File: src/rtl/xfer_pkg.sv
package xfer_pkg;
    localparam int          ADDR_W          = 8;
    localparam int          DATA_W          = 32;
    localparam int          WORD_W          = 10;
    localparam int          NIB_W           = 4;
    localparam int          BYTE_W          = 8;
    localparam int          NIB_HI_LSB      = 4;
    // Register byte offsets
    localparam logic [7:0]  OFF_INSTR       = 8'h00;
    localparam logic [7:0]  OFF_ACC         = 8'h04;
    localparam logic [7:0]  OFF_REGB        = 8'h08;
    localparam logic [7:0]  OFF_COUNT       = 8'h0C;
    localparam logic [7:0]  OFF_LOW         = 8'h10;
    localparam logic [7:0]  OFF_HIGH        = 8'h14;
    localparam logic [7:0]  OFF_STATUS      = 8'h18;
    localparam logic [7:0]  OFF_RETIRED     = 8'h1C;
    // Status fields
    localparam int          ST_CARRY_BIT    = 0;
    localparam int          ST_SKIP_BIT     = 1;
    // Instruction codes
    localparam logic [9:0]  CODE_LOAD_T2_LOW = 10'h231;
    localparam logic [9:0]  CODE_LOAD_HIGH   = 10'h294;
    localparam logic [9:0]  CODE_RELOAD_CNT  = 10'h295;
    localparam logic [9:0]  CODE_B_TO_ACC    = 10'h01E;
    // Reset values
    localparam logic [9:0]  RST_INSTR       = 10'h000;
    localparam logic [3:0]  RST_NIB         = 4'h0;
    localparam logic [7:0]  RST_BYTE        = 8'h00;
    // Timing: every instruction completes in one cycle
    localparam int          EXEC_CYCLES     = 1;
    localparam logic [7:0]  RETIRE_STEP     = 8'h01;
    // AXI responses
    localparam logic [1:0]  RESP_OKAY       = 2'b00;
    localparam logic [1:0]  RESP_SLVERR     = 2'b10;
endpackage

File: src/rtl/decode_if.sv
`timescale 1ns/1ps
interface decode_if;
    logic [9:0] word;
    logic       op_load_timer2_and_low_reload;
    logic       op_load_high_reload;
    logic       op_copy_low_reload_to_counter;
    logic       op_copy_b_to_acc;
    modport core (
        output word,
        input  op_load_timer2_and_low_reload,
        input  op_load_high_reload,
        input  op_copy_low_reload_to_counter,
        input  op_copy_b_to_acc
    );
    modport dec (
        input  word,
        output op_load_timer2_and_low_reload,
        output op_load_high_reload,
        output op_copy_low_reload_to_counter,
        output op_copy_b_to_acc
    );
endinterface

File: src/rtl/xfer_decoder.sv
`timescale 1ns/1ps
module xfer_decoder #(
    parameter logic [9:0] RELOAD_CNT_CODE = xfer_pkg::CODE_RELOAD_CNT
) (
    decode_if.dec dif
);
    import xfer_pkg::*;

    always_comb begin
        // RULE1 combined write code
        dif.op_load_timer2_and_low_reload = (dif.word == CODE_LOAD_T2_LOW);
        // RULE4 high reload code
        dif.op_load_high_reload           = (dif.word == CODE_LOAD_HIGH);
        // RULE5 reload-to-counter code
        dif.op_copy_low_reload_to_counter = (dif.word == RELOAD_CNT_CODE);
        // RULE6 B-to-accumulator code
        dif.op_copy_b_to_acc              = (dif.word == CODE_B_TO_ACC);
    end
endmodule

File: src/rtl/xfer_core.sv
`timescale 1ns/1ps
// Summary of operation
// RULE1 - Code 0x231 loads timer 2 and low reload; one word, one cycle.
// RULE2 - That instruction puts register B into bits 7..4 of counter and low latch.
// RULE3 - Same instruction puts accumulator into bits 3..0 of both, simultaneously.
// RULE4 - Code 0x294 loads B:A into high reload latch; counter untouched.
// RULE5 - Reload-to-counter copies all eight low latch bits into counter; latch kept.
// RULE6 - Code 0x01E copies register B into accumulator; B unchanged.
// RULE7 - None alter carry or skip; flow moves to the next word.
module xfer_core #(
    parameter logic [9:0] RELOAD_CNT_CODE = xfer_pkg::CODE_RELOAD_CNT
) (
    input  wire logic                         MCLK,
    input  wire logic                         RST,
    input  wire logic [xfer_pkg::ADDR_W-1:0]  S_AXI_AWADDR,
    input  wire logic                         S_AXI_AWVALID,
    output logic                              S_AXI_AWREADY,
    input  wire logic [xfer_pkg::DATA_W-1:0]  S_AXI_WDATA,
    input  wire logic [3:0]                   S_AXI_WSTRB,
    input  wire logic                         S_AXI_WVALID,
    output logic                              S_AXI_WREADY,
    output logic [1:0]                        S_AXI_BRESP,
    output logic                              S_AXI_BVALID,
    input  wire logic                         S_AXI_BREADY,
    input  wire logic [xfer_pkg::ADDR_W-1:0]  S_AXI_ARADDR,
    input  wire logic                         S_AXI_ARVALID,
    output logic                              S_AXI_ARREADY,
    output logic [xfer_pkg::DATA_W-1:0]       S_AXI_RDATA,
    output logic [1:0]                        S_AXI_RRESP,
    output logic                              S_AXI_RVALID,
    input  wire logic                         S_AXI_RREADY
);
    import xfer_pkg::*;

    typedef struct packed {
        logic              awready;
        logic              wready;
        logic              aw_have;
        logic [ADDR_W-1:0] aw_addr;
        logic              w_have;
        logic [DATA_W-1:0] w_data;
        logic [3:0]        w_strb;
        logic              bvalid;
        logic [1:0]        bresp;
        logic              arready;
        logic              rvalid;
        logic [DATA_W-1:0] rdata;
        logic [1:0]        rresp;
        logic [9:0]        instr;
        logic              exec;
        logic [3:0]        acc;
        logic [3:0]        regb;
        logic [7:0]        timer2_count_bits;
        logic [7:0]        timer2_low_reload_latch;
        logic [7:0]        timer2_high_reload_latch;
        logic              carry_flag;
        logic              skip_flag;
        logic [7:0]        retired;
    } state_t;

    state_t st_reg;
    state_t st_next;

    decode_if dif ();

    assign dif.word = st_reg.instr;

    xfer_decoder #(
        .RELOAD_CNT_CODE (RELOAD_CNT_CODE)
    ) u_dec (
        .dif (dif)
    );

    always_comb begin
        st_next      = st_reg;
        st_next.exec = 1'b0;

        // One instruction issued per register write; executes the next cycle
        if (st_reg.exec) begin
            // RULE7 sequential flow, one word
            st_next.retired = st_reg.retired + RETIRE_STEP;
            // RULE7 carry kept, no skip
            st_next.skip_flag = 1'b0;
            if (dif.op_load_timer2_and_low_reload) begin
                // RULE2 B into upper nibbles
                st_next.timer2_count_bits[7:4]       = st_reg.regb;
                st_next.timer2_low_reload_latch[7:4] = st_reg.regb;
                // RULE3 A into lower nibbles
                st_next.timer2_count_bits[3:0]       = st_reg.acc;
                st_next.timer2_low_reload_latch[3:0] = st_reg.acc;
            end else if (dif.op_load_high_reload) begin
                // RULE4 B:A into high latch
                st_next.timer2_high_reload_latch = {st_reg.regb, st_reg.acc};
            end else if (dif.op_copy_low_reload_to_counter) begin
                // RULE5 latch copied to counter
                st_next.timer2_count_bits = st_reg.timer2_low_reload_latch;
            end else if (dif.op_copy_b_to_acc) begin
                // RULE6 B copied to accumulator
                st_next.acc = st_reg.regb;
            end
        end

        // Write channel: address and data may arrive in either order
        if (S_AXI_AWVALID && st_reg.awready) begin
            st_next.aw_have = 1'b1;
            st_next.aw_addr = S_AXI_AWADDR;
        end
        if (S_AXI_WVALID && st_reg.wready) begin
            st_next.w_have = 1'b1;
            st_next.w_data = S_AXI_WDATA;
            st_next.w_strb = S_AXI_WSTRB;
        end
        if (st_reg.bvalid && S_AXI_BREADY) begin
            st_next.bvalid = 1'b0;
        end
        if (st_reg.aw_have && st_reg.w_have && !st_reg.bvalid) begin
            st_next.aw_have = 1'b0;
            st_next.w_have  = 1'b0;
            st_next.bvalid  = 1'b1;
            st_next.bresp   = RESP_OKAY;
            if (st_reg.aw_addr == OFF_INSTR) begin
                // Word spans two bytes; partial strobes would issue half a code
                if (st_reg.w_strb[1:0] == 2'b11) begin
                    st_next.instr = st_reg.w_data[WORD_W-1:0];
                    st_next.exec  = 1'b1;
                end
            end else if (st_reg.aw_addr == OFF_ACC) begin
                if (st_reg.w_strb[0]) begin
                    st_next.acc = st_reg.w_data[NIB_W-1:0];
                end
            end else if (st_reg.aw_addr == OFF_REGB) begin
                if (st_reg.w_strb[0]) begin
                    st_next.regb = st_reg.w_data[NIB_W-1:0];
                end
            end else if (st_reg.aw_addr == OFF_COUNT) begin
                if (st_reg.w_strb[0]) begin
                    st_next.timer2_count_bits = st_reg.w_data[BYTE_W-1:0];
                end
            end else if (st_reg.aw_addr == OFF_STATUS) begin
                if (st_reg.w_strb[0]) begin
                    st_next.carry_flag = st_reg.w_data[ST_CARRY_BIT];
                end
            end else if (st_reg.aw_addr == OFF_LOW || st_reg.aw_addr == OFF_HIGH
                         || st_reg.aw_addr == OFF_RETIRED) begin
                // Read-only: latches change only through instructions
                st_next.bresp = RESP_OKAY;
            end else begin
                st_next.bresp = RESP_SLVERR;
            end
        end
        st_next.awready = !st_next.aw_have && !st_next.bvalid;
        st_next.wready  = !st_next.w_have && !st_next.bvalid;

        // Read channel
        if (st_reg.rvalid && S_AXI_RREADY) begin
            st_next.rvalid = 1'b0;
        end
        if (S_AXI_ARVALID && st_reg.arready) begin
            st_next.rvalid = 1'b1;
            st_next.rresp  = RESP_OKAY;
            st_next.rdata  = '0;
            if (S_AXI_ARADDR == OFF_INSTR) begin
                st_next.rdata[WORD_W-1:0] = st_reg.instr;
            end else if (S_AXI_ARADDR == OFF_ACC) begin
                st_next.rdata[NIB_W-1:0] = st_reg.acc;
            end else if (S_AXI_ARADDR == OFF_REGB) begin
                st_next.rdata[NIB_W-1:0] = st_reg.regb;
            end else if (S_AXI_ARADDR == OFF_COUNT) begin
                st_next.rdata[BYTE_W-1:0] = st_reg.timer2_count_bits;
            end else if (S_AXI_ARADDR == OFF_LOW) begin
                st_next.rdata[BYTE_W-1:0] = st_reg.timer2_low_reload_latch;
            end else if (S_AXI_ARADDR == OFF_HIGH) begin
                st_next.rdata[BYTE_W-1:0] = st_reg.timer2_high_reload_latch;
            end else if (S_AXI_ARADDR == OFF_STATUS) begin
                st_next.rdata[ST_CARRY_BIT] = st_reg.carry_flag;
                st_next.rdata[ST_SKIP_BIT]  = st_reg.skip_flag;
            end else if (S_AXI_ARADDR == OFF_RETIRED) begin
                st_next.rdata[BYTE_W-1:0] = st_reg.retired;
            end else begin
                st_next.rresp = RESP_SLVERR;
            end
        end
        st_next.arready = !st_next.rvalid;
    end

    always_ff @(posedge MCLK or posedge RST) begin
        if (RST) begin
            st_reg.aw_have                  <= 1'b0;
            st_reg.aw_addr                  <= '0;
            st_reg.w_have                   <= 1'b0;
            st_reg.w_data                   <= '0;
            st_reg.w_strb                   <= 4'h0;
            st_reg.bvalid                   <= 1'b0;
            st_reg.bresp                    <= RESP_OKAY;
            st_reg.rvalid                   <= 1'b0;
            st_reg.rdata                    <= '0;
            st_reg.rresp                    <= RESP_OKAY;
            st_reg.exec                     <= 1'b0;
            st_reg.carry_flag               <= 1'b0;
            st_reg.skip_flag                <= 1'b0;
            st_reg.awready                  <= 1'b1;
            st_reg.wready                   <= 1'b1;
            st_reg.arready                  <= 1'b1;
            st_reg.instr                    <= RST_INSTR;
            st_reg.acc                      <= RST_NIB;
            st_reg.regb                     <= RST_NIB;
            st_reg.timer2_count_bits        <= RST_BYTE;
            st_reg.timer2_low_reload_latch  <= RST_BYTE;
            st_reg.timer2_high_reload_latch <= RST_BYTE;
            st_reg.retired                  <= RST_BYTE;
        end else begin
            st_reg <= st_next;
        end
    end

    assign S_AXI_AWREADY = st_reg.awready;
    assign S_AXI_WREADY  = st_reg.wready;
    assign S_AXI_BVALID  = st_reg.bvalid;
    assign S_AXI_BRESP   = st_reg.bresp;
    assign S_AXI_ARREADY = st_reg.arready;
    assign S_AXI_RVALID  = st_reg.rvalid;
    assign S_AXI_RDATA   = st_reg.rdata;
    assign S_AXI_RRESP   = st_reg.rresp;
endmodule

File: config.mk
export PLATFORM = sky130hd
export DESIGN_NAME = xfer_core
export DESIGN_NICKNAME = d
export VERILOG_FILES = /design/src/rtl/xfer_pkg.sv /design/src/rtl/decode_if.sv /design/src/rtl/xfer_decoder.sv /design/src/rtl/xfer_core.sv
export SDC_FILE = /design/constraint.sdc
export NUM_CORES = 1
export LEC_CHECK = 0
export ABC_AREA = 1
export BUFFER_PORTS_ARGS = -buffer_cell sky130_fd_sc_hd__buf_4
export CORE_ASPECT_RATIO = 1.2
export CORE_UTILIZATION = 40
export DETAILED_ROUTE_END_ITERATION = 6
export PLACE_DENSITY = 0.59
export SLEW_MARGIN = 0
export SYNTH_ARGS = -nofsm -noshare
export SYNTH_HDL_FRONTEND = slang
export SYNTH_SLANG_ARGS = --single-unit
File: constraint.sdc
create_clock -name MCLK -period 7.55 [get_ports MCLK]
set_input_delay 1.1325 -clock MCLK [delete_from_list [all_inputs] [get_ports MCLK]]
set_output_delay 1.1325 -clock MCLK [all_outputs]
set_load 0.01 [all_outputs]
# --- Yosys cells after proc, flatten, opt, wreduce, memory -nomap -nowiden ---
# Cells that the tools add are included.
word_totals:
  regBits: 117
  inputBits: 59
  output_inout_bits: 41
  elab_cells: 128
classes:
  n_addsub: 1
  eq_ne: 19
  n_mux: 58
  n_bitwise: 5
  reduce_logical: 23
ops:
  columns: ["cell", "count"]
  rows:
  - ["$mux 8", 14]
  - ["$eq 8x5->1 const B", 8]
  - ["$mux 4", 13]
  - ["$mux 37", 1]
  - ["$mux 35", 1]
  - ["$eq 8x4->1 const B", 4]
  - ["$mux 2", 16]
  - ["$eq 10x10->1 const B", 3]
  - ["$mux 24", 1]
  - ["$mux 17", 1]
  - ["$eq 8x3->1 const B", 2]
  - ["$logic_not 8->1", 2]
  - ["$mux 16", 1]
  - ["$mux 12", 1]
  - ["$eq 10x5->1 const B", 1]
  - ["$logic_and 1x1->1", 9]
  - ["$mux 9", 1]
  - ["$add 8x1->8 const B", 1]
  - ["$reduce_and 7->1", 1]
  - ["$mux 1", 6]
  - ["$mux 6", 1]
  - ["$reduce_and 3->1", 2]
  - ["$logic_not 1->1", 5]
  - ["$not 1->1", 5]
  - ["other kinds (5)", 6]

# --- Depth between registers and ports, before layout ---
# Gate-level depths: netlist of the first run.
logic_depth:
  word_depth: 12
  depth_mapped: 10
  depth_no_buf: 10

# --- Cells and area by module ---
# Synthesis of the first run repeated with hierarchy kept, for this count alone.
unflattened:
  hier_cells: 617
  hier_area_um2: 4903.5
by_module_without_submodules:
  columns: ["mod", "instances", "cells_per_inst", "area_each_um2", "seq_area_each_um2"]
  rows:
  - ["xfer_core", 1, 590, 4782.1, 2280.9]
  - ["xfer_decoder", 1, 27, 121.4, 0.0]

# --- Worst setup path after synthesis of the first run ---
# No wires, ideal clock.
synth_path:
  path_type: "input-to-reg"
  startpoint: "input S_AXI_ARADDR[0] in the netlist's numbering"
  endpoint: "register st_reg (netlist bit S_AXI_RDATA[1])"
  setup_time_ps: 117
  arrival_ps: 1971
  required_time_ps: 7433
  path_slack_ps: 5462
  stages: 8
  n_path_buf: 0
  path_cell_list: "inv_1 -> nand2_2 -> nor2_1 -> nand2_1 -> inv_1 -> a21oi_1 -> nand2_1 -> nand2_1"
synth_between:
  elab_chain_cells: 9
  word_cells_on_any_way: 16
  cone_classes: "eq/ne (7); mux (8); reduce/logical (1)"
synth_rtl:
  columns: ["element", "line", "text"]
  rows:
  - ["start: declaration", "xfer_core.sv:25", "input wire logic [xfer_pkg::ADDR_W-1:0] S_AXI_ARADDR,"]
  - ["$eq 8x5->1", "xfer_core.sv:177", "end else if (S_AXI_ARADDR == OFF_RETIRED) begin"]
  - ["$mux 8", "xfer_core.sv:177", null]
  - ["$mux 2", "xfer_core.sv:174", "end else if (S_AXI_ARADDR == OFF_STATUS) begin"]
  - ["$mux 8", "xfer_core.sv:172", "end else if (S_AXI_ARADDR == OFF_HIGH) begin"]
  - ["$mux 8", "xfer_core.sv:170", "end else if (S_AXI_ARADDR == OFF_LOW) begin"]
  - ["$mux 8", "xfer_core.sv:168", "end else if (S_AXI_ARADDR == OFF_COUNT) begin"]
  - ["$mux 4", "xfer_core.sv:166", "end else if (S_AXI_ARADDR == OFF_REGB) begin"]
  - ["$mux 4", "xfer_core.sv:164", "end else if (S_AXI_ARADDR == OFF_ACC) begin"]
  - ["$mux 8 (*)", "xfer_core.sv:162", "if (S_AXI_ARADDR == OFF_INSTR) begin"]
  - ["end signal: assignment", "xfer_core.sv:212", "st_reg <= st_next;"]
  - ["end: declaration", "xfer_core.sv:61", "state_t st_reg;"]
# Every way passes the cells marked *; elsewhere a longest branch is shown, timed or not.
# A chain may end at the register's enable or synchronous reset.

# --- Worst setup path in the final report of the first run ---
layout_path:
  startpoint: "input S_AXI_ARADDR[5] in the netlist's numbering"
  endpoint: "register st_reg (netlist bit S_AXI_RDATA[6])"
layout_between:
  elab_chain_cells: 9
  word_cells_on_any_way: 16
  cone_classes: "eq/ne (7); mux (8); reduce/logical (1)"
layout_rtl:
  columns: ["element", "line"]
  rows:
  - ["$eq 8x5->1", "xfer_core.sv:177"]
  - ["$mux 8", "xfer_core.sv:177"]
  - ["$mux 6", "xfer_core.sv:174"]
  - ["$mux 8", "xfer_core.sv:172"]
  - ["$mux 8", "xfer_core.sv:170"]
  - ["$mux 8", "xfer_core.sv:168"]
  - ["$mux 4", "xfer_core.sv:166"]
  - ["$mux 4", "xfer_core.sv:164"]
  - ["$mux 8 (*)", "xfer_core.sv:162"]
# Marks and branches as above.

==> flow_summary.json, run 1 <==
{
  "synth.top_cells.by_area": "dfrtp_1, nand2_1, buf_4, nor2_1, inv_1",
  "final_layout_size_suffix_gt1_share_pct": 15.3,
  "multi_input_area_sq_um": 1940,
  "initial_core_util_pct": 41.1,
  "dp.final_hpwl_microns": 7960,
  "number_of_hold_buffers_added_after_cts": 0,
  "drc": 0,
  "chipWidth_microns": 102,
  "cp_slowest_cell": "nor2_1",
  "synthesis.yosys.warnings": 0,
  "clock_sink_count": 91,
  "final.min_clock_period_ns": 2.73,
  "power.net_switching_mw": 0.462,
  "worst_path_most_repeated_cell": "nand2_1",
  "fillers": 1176,
  "cts_resized": 0,
  "postSynthCellCount": 607,
  "p_clk_share_pct": 32.1,
  "power.leakage_nw": 2.76,
  "wl_per_cell_microns": 13.7,
  "vdd.ir_drop.worst_mv": 0.205,
  "cells_along_the_critical_path": "buf_4 -> inv_1 -> nand2_1 -> nor2_1 -> nand2_1 -> o21ai_0 -> o22ai_1 -> a21oi_1",
  "grt_start_max_net_pins": 79,
  "cts_bufs_inserted": 9,
  "timing_worst_setup_path_type": "in2reg",
  "grt_resource_usage_total_pct": 19.5,
  "hold_viol": 0,
  "cts_max_path_buffers": 2,
  "largest_register_ffs": 64,
  "synthesis.area_sq_um": 4760,
  "ff_latch_area_sq_um": 2280,
  "synthesis.area_per_instance_sq_um": 7.84,
  "yosys.area.top_type_share_pct": 46.3,
  "worstHoldPathType": "reg2reg",
  "fin_total_pwr_mw": 1.44,
  "fin_skew_ns": 0.00636,
  "dpl_worst_slack_ns": 4.48,
  "critPathMaxStageDelay_ns": 0.97,
  "ant_nets": 0,
  "buffer_ports.inserted": 51,
  "power.density_nw_per_um2": 266,
  "layout_setup_ws_ns": 4.82,
  "status": "finished clean",
  "core_area_sq_um": 11600,
  "critical-path-top-delay-family": "simple AND/OR/NAND/NOR gates",
  "drt_iter0_markers": 243,
  "synth.largest_area_cell": "dfrtp_1",
  "htree_levels": 3,
  "fp-row-count": 43,
  "clock_latency_ns": 0.35,
  "biggest_fanout_along_the_worst_timing_path": 20,
  "postSynth.topFlopCell": "dfrtp_1",
  "timing_max_transition_violations_final": 0,
  "worst_slew_pin_slew_ns": 1.30,
  "start_kind": "primary input",
  "final_core_util_pct": 46.6,
  "number_of_enable_type_register_cells_in_the_synthesized_netlist": 0,
  "cts.reportedPaths.clkPinSlew_ns": 0.06,
  "cts_root_buf": "clkbuf_16",
  "overflow": 0,
  "postSynth.asyncResetShare_pct": 100,
  "grt_pass1_wl_microns": 18100,
  "detail_route.wirelength_microns": 11000,
  "routed_via_count": 3899,
  "synth_sequential_area_ratio_pct": 47.9,
  "pwr-share-seq_pct": 47.0,
  "synth-seq-cells": 91,
  "switching_share_of_power_pct": 32.2,
  "number_of_buffers_added_for_setup_after_cts": 0,
  "slew-limit-headroom_pct": 13.3,
  "tritoncts": "built",
  "max_cap_viol_count": 0,
  "timing.critical_path.to_type": "register",
  "top_level_ports": 100,
  "total_die_area_sq_um": 12300,
  "synth.distinct_cells": 34,
  "syn_to_final_growth_pct": 13.2,
  "via_per_inst": 4.84,
  "cp.arrival_ns": 3.01,
  "power.share.combinational_pct": 20.9,
  "critPathRequiredTime_ns": 7.82,
  "grt_antenna_before_repair": 0,
  "number_of_global_route_vias_before_repair": 3642,
  "int_power_mw": 0.973,
  "gp_congestion": 0.869,
  "count_of_tritonroute_iterations_in_the_first_routing_pass": 7,
  "num-nets-final": 704,
  "finalSetupViolations": 0,
  "post_route_clock_period_utilization_pct": 36.2,
  "grt_setup_unrepaired": "no",
  "max_freq_ghz": 0.366,
  "antenna_cells": 0,
  "critical_path.n_buffers_inverters": 2,
  "die_height_microns": 121,
  "finalSetupTns_ns": 0
}
[logic make-up (layout without fill, tap and decap cells)]
| family | count (synthesis) | count (layout) | share of synthesized area [%] |
|---|---|---|---|
| AND/OR/NAND/NOR | 306 | 306 | 27.9 |
| buffers and inverters | 121 | 140 | 13.1 |
| flip-flops | 91 | 91 | 47.9 |
| AO/OA/AOI/OAI | 82 | 82 | 9.86 |
| XOR/XNOR | 5 | 5 | 0.921 |
| adder cells (fa/ha/maj) | 1 | 1 | 0.263 |
| other | 1 | 24 | 0.0788 |
[synthesized netlist by cell type, types with 3 or more instances]
| library cell | instances |
|---|---|
| nor2_4 | 3 |
| buf_4 | 39 |
| xor2_1 | 5 |
| dfstp_2 | 3 |
| nand3_1 | 37 |
| nor3_1 | 8 |
| a21oi_1 | 23 |
| nand4_1 | 9 |
| o22ai_1 | 3 |
| o211ai_1 | 6 |
| inv_1 | 66 |
| nand2_2 | 5 |
| inv_2 | 4 |
| dfrtp_1 | 88 |
| buf_2 | 3 |
| clkbuf_1 | 5 |
| o21ai_2 | 8 |
| nor2_1 | 67 |
| nand2_1 | 168 |
| o21ai_0 | 39 |
[metrics by stage]
stage | instances | instance area [sq um] | hold WS, ns
2_1_floorplan | 630 | 4840 | 0.441
3_3_place_gp | 790 | 5080 | 0.426
3_5_place_dp | 790 | 5080 | 0.424
4_1_cts | 806 | 5390 | 0.434
5_1_grt | 806 | 5390 | 0.449
6_report | 806 | 5390 | 0.428
[final timing paths]
| kind | startpoint | to | slack [ns] | cells after the start |
|---|---|---|---|---|
| worst max-delay path | S_AXI_ARADDR[5] | S_AXI_RDATA[6] | 4.82 | 8 |
| worst min-delay path | S_AXI_RVALID | S_AXI_ARREADY | 0.43 | 1 |
| worst max register to register | st_reg[42] | st_reg[7] | 5.62 | 5 |
| worst min register to register | S_AXI_RVALID | S_AXI_ARREADY | 0.43 | 1 |
| max in group asynchronous | RST | S_AXI_RDATA[8] | 5.60 | 3 |
| min in group asynchronous | RST | st_reg[136] | 0.70 | 2 |
[area by class of cell]
cell class	count	area share (%)
clock buffers	10	4.44
clock inverters	6	1.18
inverters	72	5.09
multi-input cells	418	36.0
flip-flops and latches	91	42.4
well taps	157	3.65
repair buffers	52	7.25
[per-layer routing]
layer | share of wire [%] | global-route usage (%)
met1 | 46 | 25.8
met2 | 47 | 30.7
met3 | 5.0 | 3.74
met4 | 2.5 | 9.24
met5 | 0 | 0
[placed cells by master (no fill, tap or decap), drive strengths merged, types with 2 or more instances in the layout]
cell type,instances
buf,52
clkinvlp,2
inv,71
xor2,5
nor4,2
nand4,12
nand2,173
o21ai,47
conb,24
o22ai,3
clkinv,4
nor2,70
nand3,38
a21oi,23
dfstp,3
nor3,9
o211ai,6
clkbuf,10
o31ai,2
dfrtp,88
[power groups by stage]
stage | sequential [mW] | combinational [mW] | clock [mW]
after floorplan | 0.664 | 0.230 | 0
after global placement | 0.680 | 0.294 | 0
after detailed placement | 0.683 | 0.303 | 0
after CTS | 0.675 | 0.305 | 0.471
after global routing | 0.689 | 0.349 | 0.491
final | 0.675 | 0.299 | 0.461
Power figures use the tool's default switching activity.
==> run 2, diff against run 1 <==
--- a/config.mk
+++ b/config.mk
@@ -10,7 +10,7 @@
 export CORE_ASPECT_RATIO = 1.2
 export CORE_UTILIZATION = 40
 export DETAILED_ROUTE_END_ITERATION = 6
-export PLACE_DENSITY = 0.59
+export PLACE_DENSITY = 0.62
 export SLEW_MARGIN = 0
 export SYNTH_ARGS = -nofsm -noshare
 export SYNTH_HDL_FRONTEND = slang
==> constraint.sdc (replaced) <==
create_clock -name MCLK -period 2.2 [get_ports MCLK]
set_input_delay 0.33 -clock MCLK [delete_from_list [all_inputs] [get_ports MCLK]]
set_output_delay 0.33 -clock MCLK [all_outputs]
set_load 0.01 [all_outputs]
==> flow_summary.json, run 2 (synthesized netlist as in run 1, its figures left out) <==
{
  "status": "finished, violations left",
  "failed_checks": "negative hold slack",
  "antenna_cells": 0,
  "via_per_inst": 4.76,
  "grt_antenna_before_repair": 0,
  "worst_hold_slack_across_all_endpoints_ns": -0.00332,
  "initial_core_util_pct": 41.1,
  "critPathRequiredTime_ns": 2.47,
  "timing_worst_setup_path_type": "reg2reg",
  "grt_pass1_wl_microns": 17800,
  "cts_root_buf": "clkbuf_16",
  "fp-row-count": 43,
  "count_of_tritonroute_iterations_in_the_first_routing_pass": 5,
  "post_route_clock_period_utilization_pct": 75.9,
  "clock_latency_ns": 0.34,
  "htree_levels": 3,
  "dp.final_hpwl_microns": 8040,
  "total_die_area_sq_um": 12300,
  "met1_layer_usage_reported_by_global_route_pct": 24.4,
  "overflow": 0,
  "timing.rr.end": "st_reg[31]",
  "number_of_global_route_vias_before_repair": 3723,
  "die_height_microns": 121,
  "total_non_filler_cell_area_in_the_finished_layout_sq_um": 5470,
  "final_layout_size_suffix_gt1_share_pct": 16.4,
  "cp.arrival_ns": 1.94,
  "depth_of_the_most_critical_reg_to_reg_path": 7,
  "hold_viol": 1,
  "grt_resource_usage_total_pct": 19.0,
  "rrSetupSlack_ns": 0.53,
  "r2r_start": "dif.word[1]",
  "clock_sink_count": 91,
  "wl_per_cell_microns": 13.2,
  "drt_iter0_markers": 255,
  "most_common_cell_after_layout_fill_and_taps_aside": "nand2_1",
  "cts_resized": 0,
  "layout_setup_ws_ns": 0.529,
  "number_of_buffers_added_for_setup_after_cts": 0,
  "routed_via_count": 3881,
  "fin_skew_ns": 0.00657,
  "layout.cells.most_common_list": "nand2_1, dfrtp_1, nor2_1, inv_1, buf_4",
  "finalSetupViolations": 0,
  "dpl-instance-area_sq_um": 5160,
  "cts_max_path_buffers": 2,
  "groute.layer.met3.usage_pct": 3.05,
  "chipWidth_microns": 102,
  "start_kind": "register",
  "max_freq_ghz": 0.599,
  "grt_busiest_layer": "met2",
  "cts.reportedPaths.clkPinSlew_ns": 0.07,
  "biggest_fanout_along_the_worst_timing_path": 17,
  "slew-limit-headroom_pct": 60.9,
  "max_cap_viol_count": 0,
  "syn_to_final_growth_pct": 14.9,
  "gr_layer_usage_met2_pct": 30.6,
  "power.density_nw_per_um2": 905,
  "top_level_ports": 100,
  "core_area_sq_um": 11600,
  "final.min_clock_period_ns": 1.67,
  "buffer_ports.inserted": 51,
  "tritoncts": "built",
  "num-nets-final": 713,
  "power.leakage_nw": 2.80,
  "drc": 0,
  "grt_start_max_net_pins": 43,
  "finalSetupTns_ns": 0,
  "timing.critical_path.to_type": "register",
  "fillers": 1148,
  "cts_bufs_inserted": 9,
  "detail_route.wirelength_microns": 10700,
  "grt_setup_unrepaired": "no",
  "crit_path_start": "dif.word[1]",
  "number_of_hold_buffers_added_after_cts": 0,
  "largest_register_ffs": 64,
  "dpl_worst_slack_ns": 0.464,
  "timing_max_transition_violations_final": 0,
  "worstHoldPathType": "in2async",
  "gp_congestion": 0.859,
  "vdd.ir_drop.worst_mv": 0.628,
  "worst_slew_pin_slew_ns": 0.586,
  "ant_nets": 0,
  "capturing_instance_or_port_of_the_critical_path": "st_reg[31]"
}
[run 2: worst min-delay path by stage]
stage                   startpoint     endpoint  slack [ns]  depth (start not counted)
finish                         RST  st_reg[131]      -0.003                          2
detailed placement             RST  st_reg[131]        0.38                          2
global route                   RST  st_reg[131]        0.03                          2
floorplan           S_AXI_WDATA[4]  st_reg[100]        0.44                          2
global placement               RST  st_reg[131]        0.38                          2
CTS                            RST  st_reg[131]        0.01                          2
[run 2: cell type report]
type / instances / area, sq um / area share, %
flip-flops and latches: 91 / 2280 / 41.7
multi-input cells: 418 / 1940 / 35.5
repair buffers: 61 / 470 / 8.61
inverters: 72 / 277 / 5.06
clock buffers: 9 / 225 / 4.12
well taps: 157 / 196 / 3.59
clock inverters: 7 / 76.3 / 1.40
[run 2: power by group]
| part | internal, mW | switching, mW | leakage (nW) |
|---|---|---|---|
| combinational | 0.395 | 0.654 | 1.45 |
| clock | 0.888 | 0.684 | 0.142 |
| sequential | 2.05 | 0.274 | 1.21 |
| total | 3.33 | 1.61 | 2.80 |
[run 2: per-layer routing]
layer | up-vias | wire [microns]
met4 | 0 | 334
li1 | 1963 | -
met2 | 97 | 5150
met1 | 1799 | 4780
met5 | - | 0
met3 | 22 | 463
[run 2: stage by stage]
step	total power [mW]	hold WS, ns	cells	util, %
final	4.95	-0.00332	815	47.3
after floorplan	3.07	0.440	630	-
after CTS	4.98	0.0109	815	47.3
after detailed placement	3.41	0.380	799	44.7
after global placement	3.37	0.375	799	44.7
after global routing	5.24	0.0310	815	47.3
[run 2: critical path, cell delays in order (launching register included)]
cell and delay, ns:
dfrtp_1 0.42, inv_1 0.11, nand2_1 0.05, nor3_1 0.17, nand4_2 0.41, nor2_1 0.25, nor2_1 0.07, a21oi_1 0.11
